### config.mk
export PLATFORM = sky130hd
export DESIGN_NAME = vpes_seq
export DESIGN_NICKNAME = d
export VERILOG_FILES = /design/src/vpes_pkg.sv /design/src/vpes_ms_timer.sv /design/src/vpes_seq.sv /design/src/vpes_sync.sv
export SDC_FILE = /design/constraint.sdc
export NUM_CORES = 1
export LEC_CHECK = 0
export BUFFER_PORTS_ARGS = -buffer_cell sky130_fd_sc_hd__buf_2
export CAP_MARGIN = 20
export CORE_ASPECT_RATIO = 1.1
export CORE_MARGIN = 2
export CORE_UTILIZATION = 55
export CTS_CLUSTER_SIZE = 10
export DETAILED_ROUTE_END_ITERATION = 10
export GPL_ROUTABILITY_DRIVEN = 0
export PLACE_DENSITY = 0.8
export SYNTH_ARGS = -nofsm -noshare
export SYNTH_HDL_FRONTEND = slang
export SYNTH_SLANG_ARGS = --single-unit
export TNS_END_PERCENT = 10
### constraint.sdc
create_clock -name pclk -period 3.7 [get_ports pclk]
set_input_delay 0.74 -clock pclk [delete_from_list [all_inputs] [get_ports pclk]]
set_output_delay 0.74 -clock pclk [all_outputs]
set_load 0.005 [all_outputs]
### src/vpes_pkg.sv
/*
  Package for the valve power enable sequencer: register map, reset
  values, field positions, timing constants, states and carrier types.
  Assumes a single 250 MHz clock and a 32-bit APB register port.
*/
`default_nettype none
package vpes_pkg;
  // register byte addresses
  localparam logic [7:0]  ADDR_PED    = 8'h00;
  localparam logic [7:0]  ADDR_CFG    = 8'h04;
  localparam logic [7:0]  ADDR_OED    = 8'h08;
  localparam logic [7:0]  ADDR_CTRL   = 8'h0C;
  localparam logic [7:0]  ADDR_STAT   = 8'h10;
  localparam logic [7:0]  ADDR_ISTAT  = 8'h14;
  localparam logic [7:0]  ADDR_IMASK  = 8'h18;
  // reset values and limits
  localparam logic [15:0] PED_RESET   = 16'h0064;
  localparam logic [15:0] PED_MAX     = 16'h012C;
  localparam logic [15:0] CFG_RESET   = 16'h0004;
  localparam logic [15:0] CFG_MASK    = 16'h001F;
  localparam logic [15:0] OED_RESET   = 16'h012C;
  localparam logic [15:0] OED_MAX     = 16'h01F4;
  // config fields
  localparam int CFG_SHUTOFF  = 0;
  localparam int CFG_AXIS_SOV = 1;
  localparam int CFG_KEEP_SRV = 4;
  // control fields
  localparam int CTRL_PWR     = 0;
  localparam int CTRL_VEL     = 1;
  // interrupt events
  localparam int EV_LOST      = 0;
  localparam int EV_BACK      = 1;
  localparam int EV_VEL       = 2;
  localparam int EV_REVOKE    = 3;
  localparam int NUM_EV       = 4;
  // timing
  localparam int unsigned CLK_PERIOD_NS = 4;
  localparam int unsigned MS_NS         = 1000000;
  localparam int unsigned CYC_PER_MS    = MS_NS / CLK_PERIOD_NS;

  typedef enum logic [2:0] {
    ST_OFF = 3'h0,
    ST_PE  = 3'h1,
    ST_OE  = 3'h3,
    ST_RUN = 3'h2,
    ST_PD  = 3'h6
  } vpes_state_t;

  typedef struct packed {
    logic central;
    logic module_en;
    logic ctrl_word;
    logic fault_free;
  } vpes_src_t;

  typedef struct packed {
    logic servo;
    logic shutoff;
  } vpes_valves_t;

  function automatic logic [15:0] vpes_clamp(input logic [15:0] v,
                                             input logic [15:0] lim);
    vpes_clamp = (v > lim) ? lim : v;
  endfunction : vpes_clamp
endpackage : vpes_pkg
`default_nettype wire

### src/vpes_ms_timer.sv
/*
  Millisecond delay timer with its own prescaler.
  Assumes run stays high while the delay is wanted; dropping it restarts.
*/
`timescale 1ns/1ps
`default_nettype none
module vpes_ms_timer
  import vpes_pkg::*;
#(
  parameter int unsigned MS_CYCLES = CYC_PER_MS
) (
  // clock and reset
  input  wire logic        pclk,
  input  wire logic        presetn,
  input  wire logic        pce,
  // control
  input  wire logic        run,
  input  wire logic [15:0] limit_ms,
  output logic             done
);
  logic [19:0] cyc;
  logic [19:0] next_cyc;
  logic [15:0] ms;
  logic [15:0] next_ms;

  assign done = run && (ms >= limit_ms);

  always_comb begin
    next_cyc = cyc;
    next_ms  = ms;
    if (!run) begin
      next_cyc = '0;
      next_ms  = '0;
    end else if (!done) begin
      if (cyc == 20'(MS_CYCLES - 1)) begin
        next_cyc = '0;
        next_ms  = ms + 16'h0001;
      end else begin
        next_cyc = cyc + 20'h00001;
      end
    end
  end

  always_ff @(posedge pclk or negedge presetn) begin
    if (!presetn) begin
      cyc <= '0;
      ms  <= '0;
    end else if (pce) begin
      cyc <= next_cyc;
      ms  <= next_ms;
    end
  end
endmodule : vpes_ms_timer
`default_nettype wire

### src/vpes_seq.sv
/*
  Valve power enable sequencer top: APB registers, power grant logic,
  valve supply switching and velocity controller enable.
  Assumes supply_low and the enable pins are asynchronous levels and
  internal_fault comes from logic on pclk.
*/
// Summary of operation
// - supply-missing flag follows the synchronised supply-low pin
// - while supply missing, no power grant and velocity enable zero
// - supply loss during operation drops power and sets the supply-lost interrupt event
// - after supply returns, power waits the full power enable delay
// - power enable delay in ms, default 100, clamped to 300
// - shut-off supply held off during the power enable delay
// - four sources: central pin, module pin, control word, fault
// - config bit 0 selects operation with a shut-off valve
// - output enable delay, default 300 ms, clamped to 500
// - with shut-off valve, servo supply cut after output delay
// - power enable switches servo supply on at once
// - shut-off supply at once if servo was on, else after delay
// - velocity enable only after output enable delay ran down
// - disable drops shut-off supply; without valve servo too
// - config bit 4 keeps servo supply on after disable, with shut-off valve only
// - velocity enable needs request, delay, supplies, power, no fault
`timescale 1ns/1ps
`default_nettype none
module vpes_seq
  import vpes_pkg::*;
#(
  parameter int unsigned MS_CYCLES = CYC_PER_MS
) (
  // clock, reset, enable
  input  wire logic        pclk,
  input  wire logic        presetn,
  input  wire logic        pce,
  // apb slave
  input  wire logic        psel,
  input  wire logic        penable,
  input  wire logic        pwrite,
  input  wire logic [7:0]  paddr,
  input  wire logic [31:0] pwdata,
  output logic      [31:0] prdata,
  output logic             pready,
  output logic             pslverr,
  // pins
  input  wire logic        supply_low,
  input  wire logic        central_en_pin,
  input  wire logic        module_en_pin,
  input  wire logic        internal_fault_source,
  // outputs
  output var vpes_valves_t valves,
  output logic             power_grant,
  output logic             vel_enable,
  output logic             irq
);
  logic [2:0]         pins_s;
  logic               supply_low_s;
  vpes_src_t          src;
  logic               power_req;
  logic               has_shutoff;
  logic               keep_servo;
  logic               pe_done;
  logic               oe_done;
  vpes_state_t        state;
  vpes_state_t        next_state;
  vpes_valves_t       next_valves;
  logic               next_power_grant;
  logic               next_vel_enable;
  logic               supply_missing;
  logic               pe_run;
  logic               next_pe_run;
  logic               oe_run;
  logic               next_oe_run;
  logic [15:0]        ped;
  logic [15:0]        next_ped;
  logic [15:0]        cfg;
  logic [15:0]        next_cfg;
  logic [15:0]        oed;
  logic [15:0]        next_oed;
  logic [1:0]         ctrl;
  logic [1:0]         next_ctrl;
  logic [NUM_EV-1:0]  istat;
  logic [NUM_EV-1:0]  next_istat;
  logic [NUM_EV-1:0]  imask;
  logic [NUM_EV-1:0]  next_imask;
  logic [NUM_EV-1:0]  ev;
  logic [31:0]        next_prdata;
  logic               next_pready;
  logic               next_pslverr;
  logic               next_irq;
  logic               wr;
  logic               setup;
  vpes_sync #(.WIDTH(3)) u_sync (
    .pclk     (pclk),
    .presetn  (presetn),
    .pce      (pce),
    .async_in ({supply_low, central_en_pin, module_en_pin}),
    .sync_out (pins_s)
  );

  assign supply_low_s = pins_s[2];
  assign src.central    = pins_s[1];
  assign src.module_en  = pins_s[0];
  assign src.ctrl_word  = ctrl[CTRL_PWR];
  assign src.fault_free = !internal_fault_source;
  assign power_req   = (&src) && !supply_low_s;
  assign has_shutoff = cfg[CFG_SHUTOFF] | cfg[CFG_AXIS_SOV];
  assign keep_servo  = cfg[CFG_KEEP_SRV];

  vpes_ms_timer #(.MS_CYCLES(MS_CYCLES)) u_pe_timer (
    .pclk     (pclk),
    .presetn  (presetn),
    .pce      (pce),
    .run      (pe_run),
    .limit_ms (ped),
    .done     (pe_done)
  );

  vpes_ms_timer #(.MS_CYCLES(MS_CYCLES)) u_oe_timer (
    .pclk     (pclk),
    .presetn  (presetn),
    .pce      (pce),
    .run      (oe_run),
    .limit_ms (oed),
    .done     (oe_done)
  );

  // sequencing of valve supplies and grants
  always_comb begin
    next_state  = state;
    next_valves = valves;
    case (state)
      ST_OFF: begin
        if (power_req) begin
          next_valves.servo = 1'b1;
          if (valves.servo) begin
            next_valves.shutoff = 1'b1;
            next_state          = ST_OE;
          end else begin
            next_state = ST_PE;
          end
        end
      end
      ST_PE, ST_OE, ST_RUN: begin
        if (!power_req) begin
          next_valves.shutoff = 1'b0;
          if (!has_shutoff) begin
            next_valves.servo = 1'b0;
            next_state        = ST_OFF;
          end else if (keep_servo) begin
            next_state = ST_OFF;
          end else begin
            next_state = ST_PD;
          end
        end else if (state == ST_PE && pe_done) begin
          next_valves.shutoff = 1'b1;
          next_state          = ST_OE;
        end else if (state == ST_OE && oe_done) begin
          next_state = ST_RUN;
        end
      end
      ST_PD: begin
        if (power_req) begin
          next_valves.shutoff = 1'b1;
          next_state          = ST_OE;
        end else if (oe_done) begin
          next_valves.servo = 1'b0;
          next_state        = ST_OFF;
        end
      end
      default: begin
        next_valves = '0;
        next_state  = ST_OFF;
      end
    endcase
    if (supply_low_s) begin
      next_valves = '0;
      next_state  = ST_OFF;
    end
    // timers restart on every state change
    next_pe_run = (next_state == ST_PE) && (next_state == state);
    next_oe_run = (next_state == ST_OE || next_state == ST_PD)
                  && (next_state == state);
    next_power_grant = (next_state == ST_OE) || (next_state == ST_RUN);
    next_vel_enable  = (next_state == ST_RUN) && ctrl[CTRL_VEL] && power_req
                       && next_valves.servo && next_valves.shutoff;
  end

  always_ff @(posedge pclk or negedge presetn) begin
    if (!presetn) begin
      state          <= ST_OFF;
      valves         <= '0;
      power_grant    <= 1'b0;
      vel_enable     <= 1'b0;
      supply_missing <= 1'b0;
      pe_run         <= 1'b0;
      oe_run         <= 1'b0;
    end else if (pce) begin
      state          <= next_state;
      valves         <= next_valves;
      power_grant    <= next_power_grant;
      vel_enable     <= next_vel_enable;
      supply_missing <= supply_low_s;
      pe_run         <= next_pe_run;
      oe_run         <= next_oe_run;
    end
  end

  // apb registers, no wait states, interrupts
  assign setup = psel && !penable;
  assign wr    = psel && penable && pready && pwrite;

  always_comb begin
    ev              = '0;
    ev[EV_LOST]     = supply_low_s && !supply_missing;
    ev[EV_BACK]     = !supply_low_s && supply_missing;
    ev[EV_VEL]      = next_vel_enable && !vel_enable;
    ev[EV_REVOKE]   = power_grant && !next_power_grant;
    next_ped   = ped;
    next_cfg   = cfg;
    next_oed   = oed;
    next_ctrl  = ctrl;
    next_imask = imask;
    next_istat = istat;
    if (wr) begin
      case (paddr)
        ADDR_PED:   next_ped   = vpes_clamp(pwdata[15:0], PED_MAX);
        ADDR_CFG:   next_cfg   = pwdata[15:0] & CFG_MASK;
        ADDR_OED:   next_oed   = vpes_clamp(pwdata[15:0], OED_MAX);
        ADDR_CTRL:  next_ctrl  = pwdata[1:0];
        ADDR_IMASK: next_imask = pwdata[NUM_EV-1:0];
        ADDR_ISTAT: next_istat = istat & ~pwdata[NUM_EV-1:0];
        default:    next_ctrl  = ctrl;
      endcase
    end
    next_istat   = next_istat | ev;
    next_irq     = |(next_istat & next_imask);
    next_pready  = setup;
    next_pslverr = 1'b0;
    next_prdata  = '0;
    if (setup) begin
      case (paddr)
        ADDR_PED:   next_prdata[15:0]       = ped;
        ADDR_CFG:   next_prdata[15:0]       = cfg;
        ADDR_OED:   next_prdata[15:0]       = oed;
        ADDR_CTRL:  next_prdata[1:0]        = ctrl;
        ADDR_STAT:  next_prdata[7:0]        = {state, vel_enable,
                                               valves.shutoff, valves.servo,
                                               power_grant, supply_missing};
        ADDR_ISTAT: next_prdata[NUM_EV-1:0] = istat;
        ADDR_IMASK: next_prdata[NUM_EV-1:0] = imask;
        default:    next_pslverr            = 1'b1;
      endcase
    end
  end

  always_ff @(posedge pclk or negedge presetn) begin
    if (!presetn) begin
      ped     <= PED_RESET;
      cfg     <= CFG_RESET;
      oed     <= OED_RESET;
      ctrl    <= '0;
      imask   <= '0;
      istat   <= '0;
      irq     <= 1'b0;
      prdata  <= '0;
      pready  <= 1'b0;
      pslverr <= 1'b0;
    end else if (pce) begin
      ped     <= next_ped;
      cfg     <= next_cfg;
      oed     <= next_oed;
      ctrl    <= next_ctrl;
      imask   <= next_imask;
      istat   <= next_istat;
      irq     <= next_irq;
      prdata  <= next_prdata;
      pready  <= next_pready;
      pslverr <= next_pslverr;
    end
  end
endmodule : vpes_seq
`default_nettype wire

### src/vpes_sync.sv
/*
  Two-stage synchroniser for asynchronous pin levels.
  Assumes the caller reads only sync_out.
*/
`timescale 1ns/1ps
`default_nettype none
module vpes_sync #(
  parameter int WIDTH = 3
) (
  // clock and reset
  input  wire logic             pclk,
  input  wire logic             presetn,
  input  wire logic             pce,
  // levels
  input  wire logic [WIDTH-1:0] async_in,
  output logic      [WIDTH-1:0] sync_out
);
  logic [WIDTH-1:0] meta;

  always_ff @(posedge pclk or negedge presetn) begin
    if (!presetn) begin
      meta     <= '0;
      sync_out <= '0;
    end else if (pce) begin
      meta     <= async_in;
      sync_out <= meta;
    end
  end
endmodule : vpes_sync
`default_nettype wire

# [Word-level counts from Yosys, hierarchy flattened]
# Index checks and enable logic that the tools add are counted.
[totals] output_inout_bits=39 regBits=154
[classes] add_sub_neg=4 n_lt_le_gt_ge=4 n_reduce_logical=41 mux=47 eq_ne=21 n_bitwise=5
[op_table] operator="16-bit 2-to-1 mux" n=9
[op_table] operator="20-bit 2-to-1 mux" n=6
[op_table] operator="20-bit by 1-bit adder with 20-bit output (second input constant)" n=2
[op_table] operator="20-bit by 18-bit == test with 1-bit output (second input constant)" n=2
[op_table] operator="16-bit by 1-bit adder with 16-bit output (second input constant)" n=2
[op_table] operator="16-bit greater-or-equal comparator" n=2
[op_table] operator="16-bit by 9-bit > comparator with 1-bit output (second input constant)" n=2
[op_table] operator="3-bit 2-to-1 mux" n=9
[op_table] operator="8-bit by 5-bit == test with 1-bit output (second input constant)" n=3
[op_table] operator="1-bit logical AND" n=19
[op_table] operator="3-bit AND reduction" n=6
[op_table] operator="8-bit by 4-bit == test with 1-bit output (second input constant)" n=2
[op_table] operator="4-bit 2-to-1 mux" n=4
[op_table] operator="4-bit one-hot mux with 4 select lines" n=1
[op_table] operator="8-bit one-hot mux with 2 select lines" n=1
[op_table] operator="2-bit one-hot mux with 7 select lines" n=1
[op_table] operator="3-bit by 2-bit == test with 1-bit output (second input constant)" n=4
[op_table] operator="2-bit one-hot mux with 6 select lines" n=1
[op_table] operator="1-bit 2-to-1 mux" n=10
[op_table] operator="3-bit one-hot mux with 3 select lines" n=1
[op_table] operator="4-bit bitwise AND" n=2
[op_table] operator="8-bit by 3-bit == test with 1-bit output (second input constant)" n=1
[op_table] operator="8-bit zero test" n=1
[op_table] operator="7-bit OR reduction" n=1
[op_table] operator="other kinds (17)" n=30

# [Depth between registers and ports, before layout]
# Gate-level depths: netlist of the first run.
[depth] ltp_word=17 mapped_depth=11 ltp_nobuf=10

# [By module]
# Synthesis of the first run repeated with hierarchy kept, for this count alone.
[unflattened] hier_cells=1070 hier_area_um2=9721.8
[by_module_without_submodules] module="vpes_ms_timer" n_inst=2 cells_per_inst=339 seq_area_each_um2=900.9 area_each_um2=2812.7
[by_module_without_submodules] module="vpes_seq" n_inst=1 cells_per_inst=379 seq_area_each_um2=1911.8 area_each_um2=3844.9
[by_module_without_submodules] module="vpes_sync" n_inst=1 cells_per_inst=13 seq_area_each_um2=150.1 area_each_um2=251.5

# [Worst setup path after synthesis of the first run]
# OpenSTA, ideal clock, no wires.
[synth_path] path_type="reg2reg" startpoint="register ped[6]" endpoint="register u_pe_timer.cyc[11]" required_time_ps=3605 arrival_ps=2365 setup_slack_ps=1240 stages_incl_launch_ff=12 n_path_buf=2 period_less_slack_ps=2460 setup_time_ps=95 path_cell_list="dfstp_2 inv_1 ha_1 nand4_1 a311oi_1 a211oi_1 a21o_1 nand2_1 or2_2 buf_2 buf_2 o31ai_1"
[synth_via] elab_chain_cells=4
[synth_lines] element="start, declared" line="vpes_seq.sv:73" rtl="logic [15:0] ped;"
[synth_lines] element="start signal, assigned" line="vpes_seq.sv:269" rtl="ped <= next_ped;"
[synth_lines] element="16-bit greater-or-equal comparator" line="vpes_ms_timer.sv:26" rtl="assign done = run && (ms >= limit_ms);"
[synth_lines] element="1-bit logical AND" line="vpes_ms_timer.sv:26"
[synth_lines] element="2-bit inequality test (no line)"
[synth_lines] element="2-bit AND reduction (no line)"
[synth_lines] element="end signal, assigned" line="vpes_ms_timer.sv:49" rtl="cyc <= next_cyc;"
[synth_lines] element="end, declared" line="vpes_ms_timer.sv:21" rtl="logic [19:0] cyc;"
# Every way passes these cells.
# A chain may end at the register's enable or synchronous reset.

# [Worst setup path after layout of the first run]
[layout_path] startpoint="register ped[6]" endpoint="register u_pe_timer.cyc[16]"
# Same word-level chain as after synthesis.

==> flow_summary.yaml, run 1 <==
run_status:
  outcome: "complete, no violations"
floorplanning:
  row_count: 47
  ioPinCount: 89
  initial_core_util_pct: 56.4
  dieArea_um2: 16500
  die_x_um: 123
  core_area_um2: 15100
  chipHeight_um: 135
clock_network:
  clockBufferDepth: 2
  ctsResizeCount: 0
  cts.sinks: 154
  cts_setup_buffers: 0
  cts_buffers: 17
  cts_tree: "yes"
  h-tree-depth: 4
  clk_pin_slew_ns: 0.06
  root_buffer: "clkbuf_16"
  cts_hold_buf: 0
  worstSkewPairLatency_ns: 0.43
sta:
  hold_slack_ns: 0.333
  rsz0062_at_grt: "no"
  slew_violations: 0
  post-route-period-util_pct: 82.8
  fin_tns_setup_ns: 0
  min_period_ns: 3.06
  max-slew-margin-rel_pct: 43.2
  hold_viol_final: 0
  clock.fmax_mhz: 327
  worstMarginPinSlew_ns: 0.849
  setup_violations: 0
  finalClockSkew_ns: 0.00754
finish:
  filler_cell_count: 1220
  drive_gt1_share_pct: 13.3
  syn_to_final_growth_pct: 11.0
  layoutNonFillerInstCount: 1174
  stdcell_area_um2: 9460
  final_nets: 1051
routing:
  drtIter0Drc: 566
  ant_nets: 0
  num_vias: 6958
  post_drt_via_cell_ratio: 5.93
  routed_wl_um: 19900
  wire_per_inst_um: 17.0
  drt_first_pass_iters: 5
  drc_errors: 0
yosys:
  yosys-top-cells-area: "dfrtp_1, ha_1, o21ai_0"
  synth-seq-cells: 154
  ys_types: 63
  ys.flop_type: "dfrtp_1"
  synth_top_area_share_pct: 42.9
  async_flop_share_pct: 100
  syn_area_per_cell_um2: 9.23
  yosys_warnings: 0
  synth_cells: 923
  yosysTopAreaCell: "dfrtp_1"
  ys_seq_area_share_pct: 45.4
  synth_area_um2: 8520
  synth_edf_count: 0
global_route:
  grt_max_degree: 76
  grt_pass1_vias: 6866
  grt_pass1_wl_um: 33400
  grt_use_total_pct: 25.6
  antenna_found_initial: 3
  overflow: 0
place:
  placedCellCount: 1142
  dp_hpwl_um: 14000
  port_buffers: 56
  placed_area_um2: 8900
worst_setup_path:
  r2r_setup_slack_ns: 0.64
  end_kind: "register"
  rr_startpoint: "ped[6]"
  critPathTopFamily: "compound AO/OA/AOI/OAI gates"
  start_kind: "register"
  cp.required_ns: 4.00
  cp.arrival_ns: 3.37
  reg2regPathDepth: 9
  r2r_end: "u_pe_timer.cyc[16]"
  worstPathMaxFanout: 17
  cp_slowest_cell: "a211oi_1"
  critPathMaxStageDelay_ns: 0.55
  critPathBufInv: 1
  critPathKind: "reg -> reg"
  crit_chain: "inv_1, ha_1, nand4_1, a311oi_1, a211oi_1, a21o_1, nand2_1, or2_2, o41ai_1"
run:
  maxCapViolCount: 0
power:
  cellLeakagePower_nw: 4.37
  powerDensity_nw_per_um2: 377
  ir_worst_vdd_uv: 348
hold_path:
  hold_path_class: "in -> async"
## cell usage after synthesis, types with 3 or more instances
| master | instances |
|---|---|
| o22ai_1 | 6 |
| dfstp_2 | 8 |
| o41ai_1 | 4 |
| buf_4 | 16 |
| nor4_1 | 10 |
| and3_1 | 24 |
| a31oi_1 | 6 |
| nand3_1 | 45 |
| a211oi_1 | 5 |
| nand2_1 | 78 |
| o31ai_1 | 12 |
| and4_1 | 4 |
| buf_1 | 3 |
| o211ai_1 | 3 |
| nor2b_1 | 8 |
| clkbuf_1 | 32 |
| a21oi_1 | 31 |
| nand2b_1 | 8 |
| inv_1 | 53 |
| nor2_1 | 101 |
| mux2_2 | 16 |
| xnor2_1 | 15 |
| a222oi_1 | 3 |
| mux2i_1 | 11 |
| ha_1 | 36 |
| buf_2 | 9 |
| nand4_1 | 23 |
| a22o_1 | 3 |
| o2bb2ai_1 | 16 |
| o21ai_0 | 78 |
| a22oi_1 | 14 |
| and2_1 | 8 |
| nor3_1 | 18 |
| xor2_1 | 31 |
| dfrtp_1 | 146 |
## routing by layer
layer  wire length, um  track usage (%)  share of wire, %  vias to the layer above
met1              8310             32.3                42                     3364
li1                  -                -                 -                     3332
met3               904             5.24               4.5                       46
met4               569             11.0               2.9                        2
met2             10100             42.7                51                      214
met5                 8                0             0.040                        -
## flip-flops by register name (all words and copies together), names as in the netlist, 2 cells and up
register and flops:
u_pe_timer.cyc 20, prdata 16, istat 4, ctrl 2, oed 16, u_sync.meta 3
u_oe_timer.cyc 20, cfg 5, u_oe_timer.ms 16, u_sync.sync_out 3, state 3, u_pe_timer.ms 16
valves 2, ped 16, imask 4
## cell type report
class / instances / area, um^2 / area share [%]
clock buffer: 20 / 447 / 4.72
multi-input combinational: 670 / 4210 / 44.5
timing repair buffer: 69 / 384 / 4.06
clock inverter: 10 / 103 / 1.09
antenna: 2 / 5.00 / 0.0529
inverter: 53 / 199 / 2.10
sequential: 154 / 3860 / 40.9
tap: 196 / 245 / 2.59
## layout by cell type (no fill, tap or decap), types with 7 or more instances in the layout
| cell type | Yosys | final |
|---|---|---|
| mux2_2 | 16 | 16 |
| buf_4 | 16 | 13 |
| nor2_1 | 101 | 101 |
| nand4_1 | 23 | 23 |
| inv_1 | 53 | 53 |
| and2_1 | 8 | 8 |
| ha_1 | 36 | 36 |
| mux2i_1 | 11 | 11 |
| xnor2_1 | 15 | 15 |
| o21ai_0 | 78 | 78 |
| clkbuf_16 | 0 | 17 |
| conb_1 | 1 | 16 |
| dfstp_2 | 8 | 8 |
| nor4_1 | 10 | 10 |
| o31ai_1 | 12 | 12 |
| nor2b_1 | 8 | 8 |
| xor2_1 | 31 | 31 |
| nor3_1 | 18 | 18 |
| a21oi_1 | 31 | 30 |
| buf_2 | 9 | 55 |
| and3_1 | 24 | 24 |
| o2bb2ai_1 | 16 | 16 |
| nand2b_1 | 8 | 8 |
| dfrtp_1 | 146 | 146 |
| nand2_1 | 78 | 78 |
| clkinv_2 | 0 | 7 |
| nand3_1 | 45 | 45 |
| a22oi_1 | 14 | 14 |
## how the worst max path moves through the flow
stage,start,endpoint,cells past startpoint
final,ped[6],u_pe_timer.cyc[16],9
after global routing,u_oe_timer.ms[13],u_oe_timer.ms[0],9
after CTS,ped[6],u_pe_timer.cyc[16],9
after detailed placement,ped[6],u_pe_timer.cyc[16],9
after global placement,u_oe_timer.ms[13],u_oe_timer.ms[0],9
after floorplan,ped[6],u_pe_timer.cyc[11],11
## through the flow
step	power [mW]	worst slack, ns	util, %
global placement	1.93	0.759	58.9
detailed placement	1.94	0.717	58.9
CTS	3.58	0.700	62.5
global route	3.69	0.496	62.6
finish	3.56	0.638	62.6
floorplan	1.86	1.24	-
## where the power goes
part           switching, mW  internal [mW]
logic                  0.127         0.0545
clock network          0.661          0.992
registers             0.0217           1.70
total                  0.810           2.75
## cells by family (layout without fill, tap and decap cells)
family | after synthesis | in the layout | synth area share [%]
AO/OA/AOI/OAI | 197 | 197 | 14.9
XOR/XNOR | 46 | 46 | 4.73
adder cells (fa/ha/maj) | 36 | 36 | 5.29
buffers and inverters | 114 | 152 | 5.95
flip-flops | 154 | 154 | 45.4
multiplexers | 27 | 27 | 3.41
other | 1 | 18 | 0.0440
AND/OR/NAND/NOR | 348 | 348 | 20.3
Power figures use the tool's default switching activity.
==> run 2: changes to the inputs <==
- ABC_AREA: default -> 1
- clock period: 3.7 -> 2.88 ns (I/O delays scaled with it)
==> run 2 against run 1 <==
Hold slack got worse by 0.29 ns. First-iteration DRC count grew 26%. Sequential power grew 29%. Non-clock buffer count grew 1. Fmax up 15%. Setup slack got worse by 0.43 ns. Power is 34% higher. Wire length is 5.2% higher. Synthesized cell count grew 21%. Die area increased by 3.7%. Sequential share of layout area fell by 2.0 points. Register-to-register slack got worse by 0.43 ns. Highest routed layer is now met4.
==> flow_summary.yaml, run 2 <==
global_route:
  overflow: 0
  grt_use_total_pct: 25.4
  grt_pass1_vias: 7495
  antenna_found_initial: 0
  grt_max_degree: 83
  grt_pass1_wl_um: 35200
worst_setup_path:
  end_kind: "register"
  cp_slowest_cell: "dfstp_2"
  cp.required_ns: 3.21
  worstPathMaxFanout: 10
  critPathMaxStageDelay_ns: 0.53
  critPathKind: "reg -> reg"
  path_common_cell: "nand2_1"
  cp.arrival_ns: 3.00
  crit_chain: "inv_1, ha_1, nand2_1, nor2_1, and2_1, nor2_1, nand2_1, nand2_1, nand2_1, nand2_2, nand2_4, inv_6, nand2_2, nor2_2, nand2_1, nor2_2, nand3_1, nor2_1, nor2_1"
  start_kind: "register"
floorplanning:
  die_x_um: 125
  initial_core_util_pct: 56.2
  core_area_um2: 15700
  chipHeight_um: 137
  ioPinCount: 89
  row_count: 48
  dieArea_um2: 17100
power:
  cellLeakagePower_nw: 4.69
  ir_worst_vdd_uv: 422
  powerDensity_nw_per_um2: 480
yosys:
  synth_top_area_share_pct: 41.3
  ys.flop_type: "dfrtp_1"
  yosysMostFrequentCell: "nand2_1"
  yosysTopAreaCell: "dfrtp_1"
  yosys_warnings: 0
  synth_cells: 1117
  ys_types: 58
  synth_area_um2: 8850
  synth_edf_count: 0
  synth-seq-cells: 154
  yosys-top-cells-area: "dfrtp_1, nand2_1, inv_1"
  syn_area_per_cell_um2: 7.92
  ys_seq_area_share_pct: 43.7
  synthTopCellsByCount: "nand2_1, inv_1, dfrtp_1, nor2_1, o21ai_0"
  async_flop_share_pct: 100
clock_network:
  ctsResizeCount: 0
  h-tree-depth: 4
  clk_pin_slew_ns: 0.06
  cts_tree: "yes"
  cts_buffers: 17
  clockBufferDepth: 2
  cts_setup_buffers: 0
  root_buffer: "clkbuf_16"
  worstSkewPairLatency_ns: 0.43
  cts_hold_buf: 0
  cts.sinks: 154
routing:
  drc_errors: 0
  wire_per_inst_um: 15.0
  post_drt_via_cell_ratio: 5.68
  maxUsedRoutingLayer: "met4"
  wl_met1_um: 9160
  met2_length_um: 10100
  drtIter0Drc: 714
  num_vias: 7907
  dr_wl_met3_um: 1020
  drt_first_pass_iters: 6
  ant_nets: 0
  routed_wl_um: 20900
sta:
  setup_violations: 0
  min_period_ns: 2.67
  setup_slack_ns: 0.208
  rsz0062_at_grt: "no"
  slew_violations: 0
  post-route-period-util_pct: 92.8
  max-slew-margin-rel_pct: 63.8
  hold_viol_final: 0
  finalClockSkew_ns: 0.0131
  clock.fmax_mhz: 374
  worstMarginPinSlew_ns: 0.543
  fin_tns_setup_ns: 0
place:
  dp_hpwl_um: 15200
  place_ws_ns: 0.158
  port_buffers: 56
run:
  maxCapViolCount: 0
run_status:
  outcome: "complete, no violations"
finish:
  antenna-diode-count: 0
  final_common_cell: "nand2_1"
  syn_to_final_growth_pct: 12.3
  final_cell_mix: "nand2_1, inv_1, dfrtp_1"
  regArea_um2: 3860
  multi_input_area_um2: 4230
  final_nets: 1266
  largestRegisters: "u_oe_timer.cyc: 20 flops, u_pe_timer.cyc: 20 flops"
  drive_gt1_share_pct: 13.3
  filler_cell_count: 1330
hold_path:
  hold_path_class: "in -> async"
## run 2: logic make-up (layout without fill, tap and decap cells)
kind of cell | after synthesis | in the layout | share of synthesized area [%]
xor gates and xnor gates | 19 | 19 | 1.88
adders and majority gates | 36 | 36 | 5.09
buffers and inverters | 197 | 257 | 9.31
other | 1 | 16 | 0.0424
muxes | 1 | 1 | 0.127
and+or+nand+nor | 492 | 492 | 25.3
AOI/OAI and AO/OA | 217 | 217 | 14.6
DFF | 154 | 154 | 43.7
## run 2: per-stage QoR
step / util [%] / area (um^2) / power [mW] / instances / hold WS (ns)
6_report: 63.1 / 9940 / 4.77 / 1392 / 0.0479
5_1_grt: 63.1 / 9940 / 4.93 / 1392 / 0.0747
4_1_cts: 63.0 / 9920 / 4.78 / 1392 / 0.0520
3_5_place_dp: 59.2 / 9320 / 2.54 / 1361 / 0.461
3_3_place_gp: 59.2 / 9320 / 2.54 / 1361 / 0.459
2_1_floorplan: - / 8900 / 2.43 / 1132 / 0.280
## run 2: layout make-up
| cell class | count | share of cell area [%] |
|---|---|---|
| clock buffer | 19 | 4.56 |
| clock inverter | 12 | 1.44 |
| sequential | 154 | 38.9 |
| inverter | 156 | 5.94 |
| timing repair buffer | 70 | 4.07 |
| multi-input combinational | 781 | 42.6 |
| tap | 200 | 2.52 |
## run 2: worst max-delay path, delay by kind of cell (launching register included)
family | cells | cell delay, ns
simple gates | 16 | 1.54
flops | 1 | 0.53
fa+ha+maj | 1 | 0.28
buf+inv | 2 | 0.20
## run 2: final timing paths
path | slack (ns) | start | endpoint | cells after the start
max | 0.21 | ped[6] | u_pe_timer.cyc[9] | 19
min reg2reg | 0.47 | u_sync.meta[2] | u_sync.meta[2] | 2
max in group asynchronous | 2.02 | presetn | ped[6] | 2
max reg2reg | 0.21 | ped[6] | u_pe_timer.cyc[9] | 19
min | 0.05 | presetn | u_oe_timer.cyc[9] | 1
min in group pclk | 0.35 | module_en_pin | u_sync.meta[0] | 3
## run 2: metal layers
layer  track usage [%]  up-vias
met5                 0        -
met4              10.9        0
met3              3.67       69
met2              42.5      268
met1              33.5     3718
li1                  -     3852
## run 2: where the power goes
part	internal [mW]	total (mW)	switching, mW	leakage [nW]
logic	0.0827	0.281	0.199	2.42
clock network	1.33	2.26	0.936	0.284
registers	2.20	2.23	0.0228	1.99
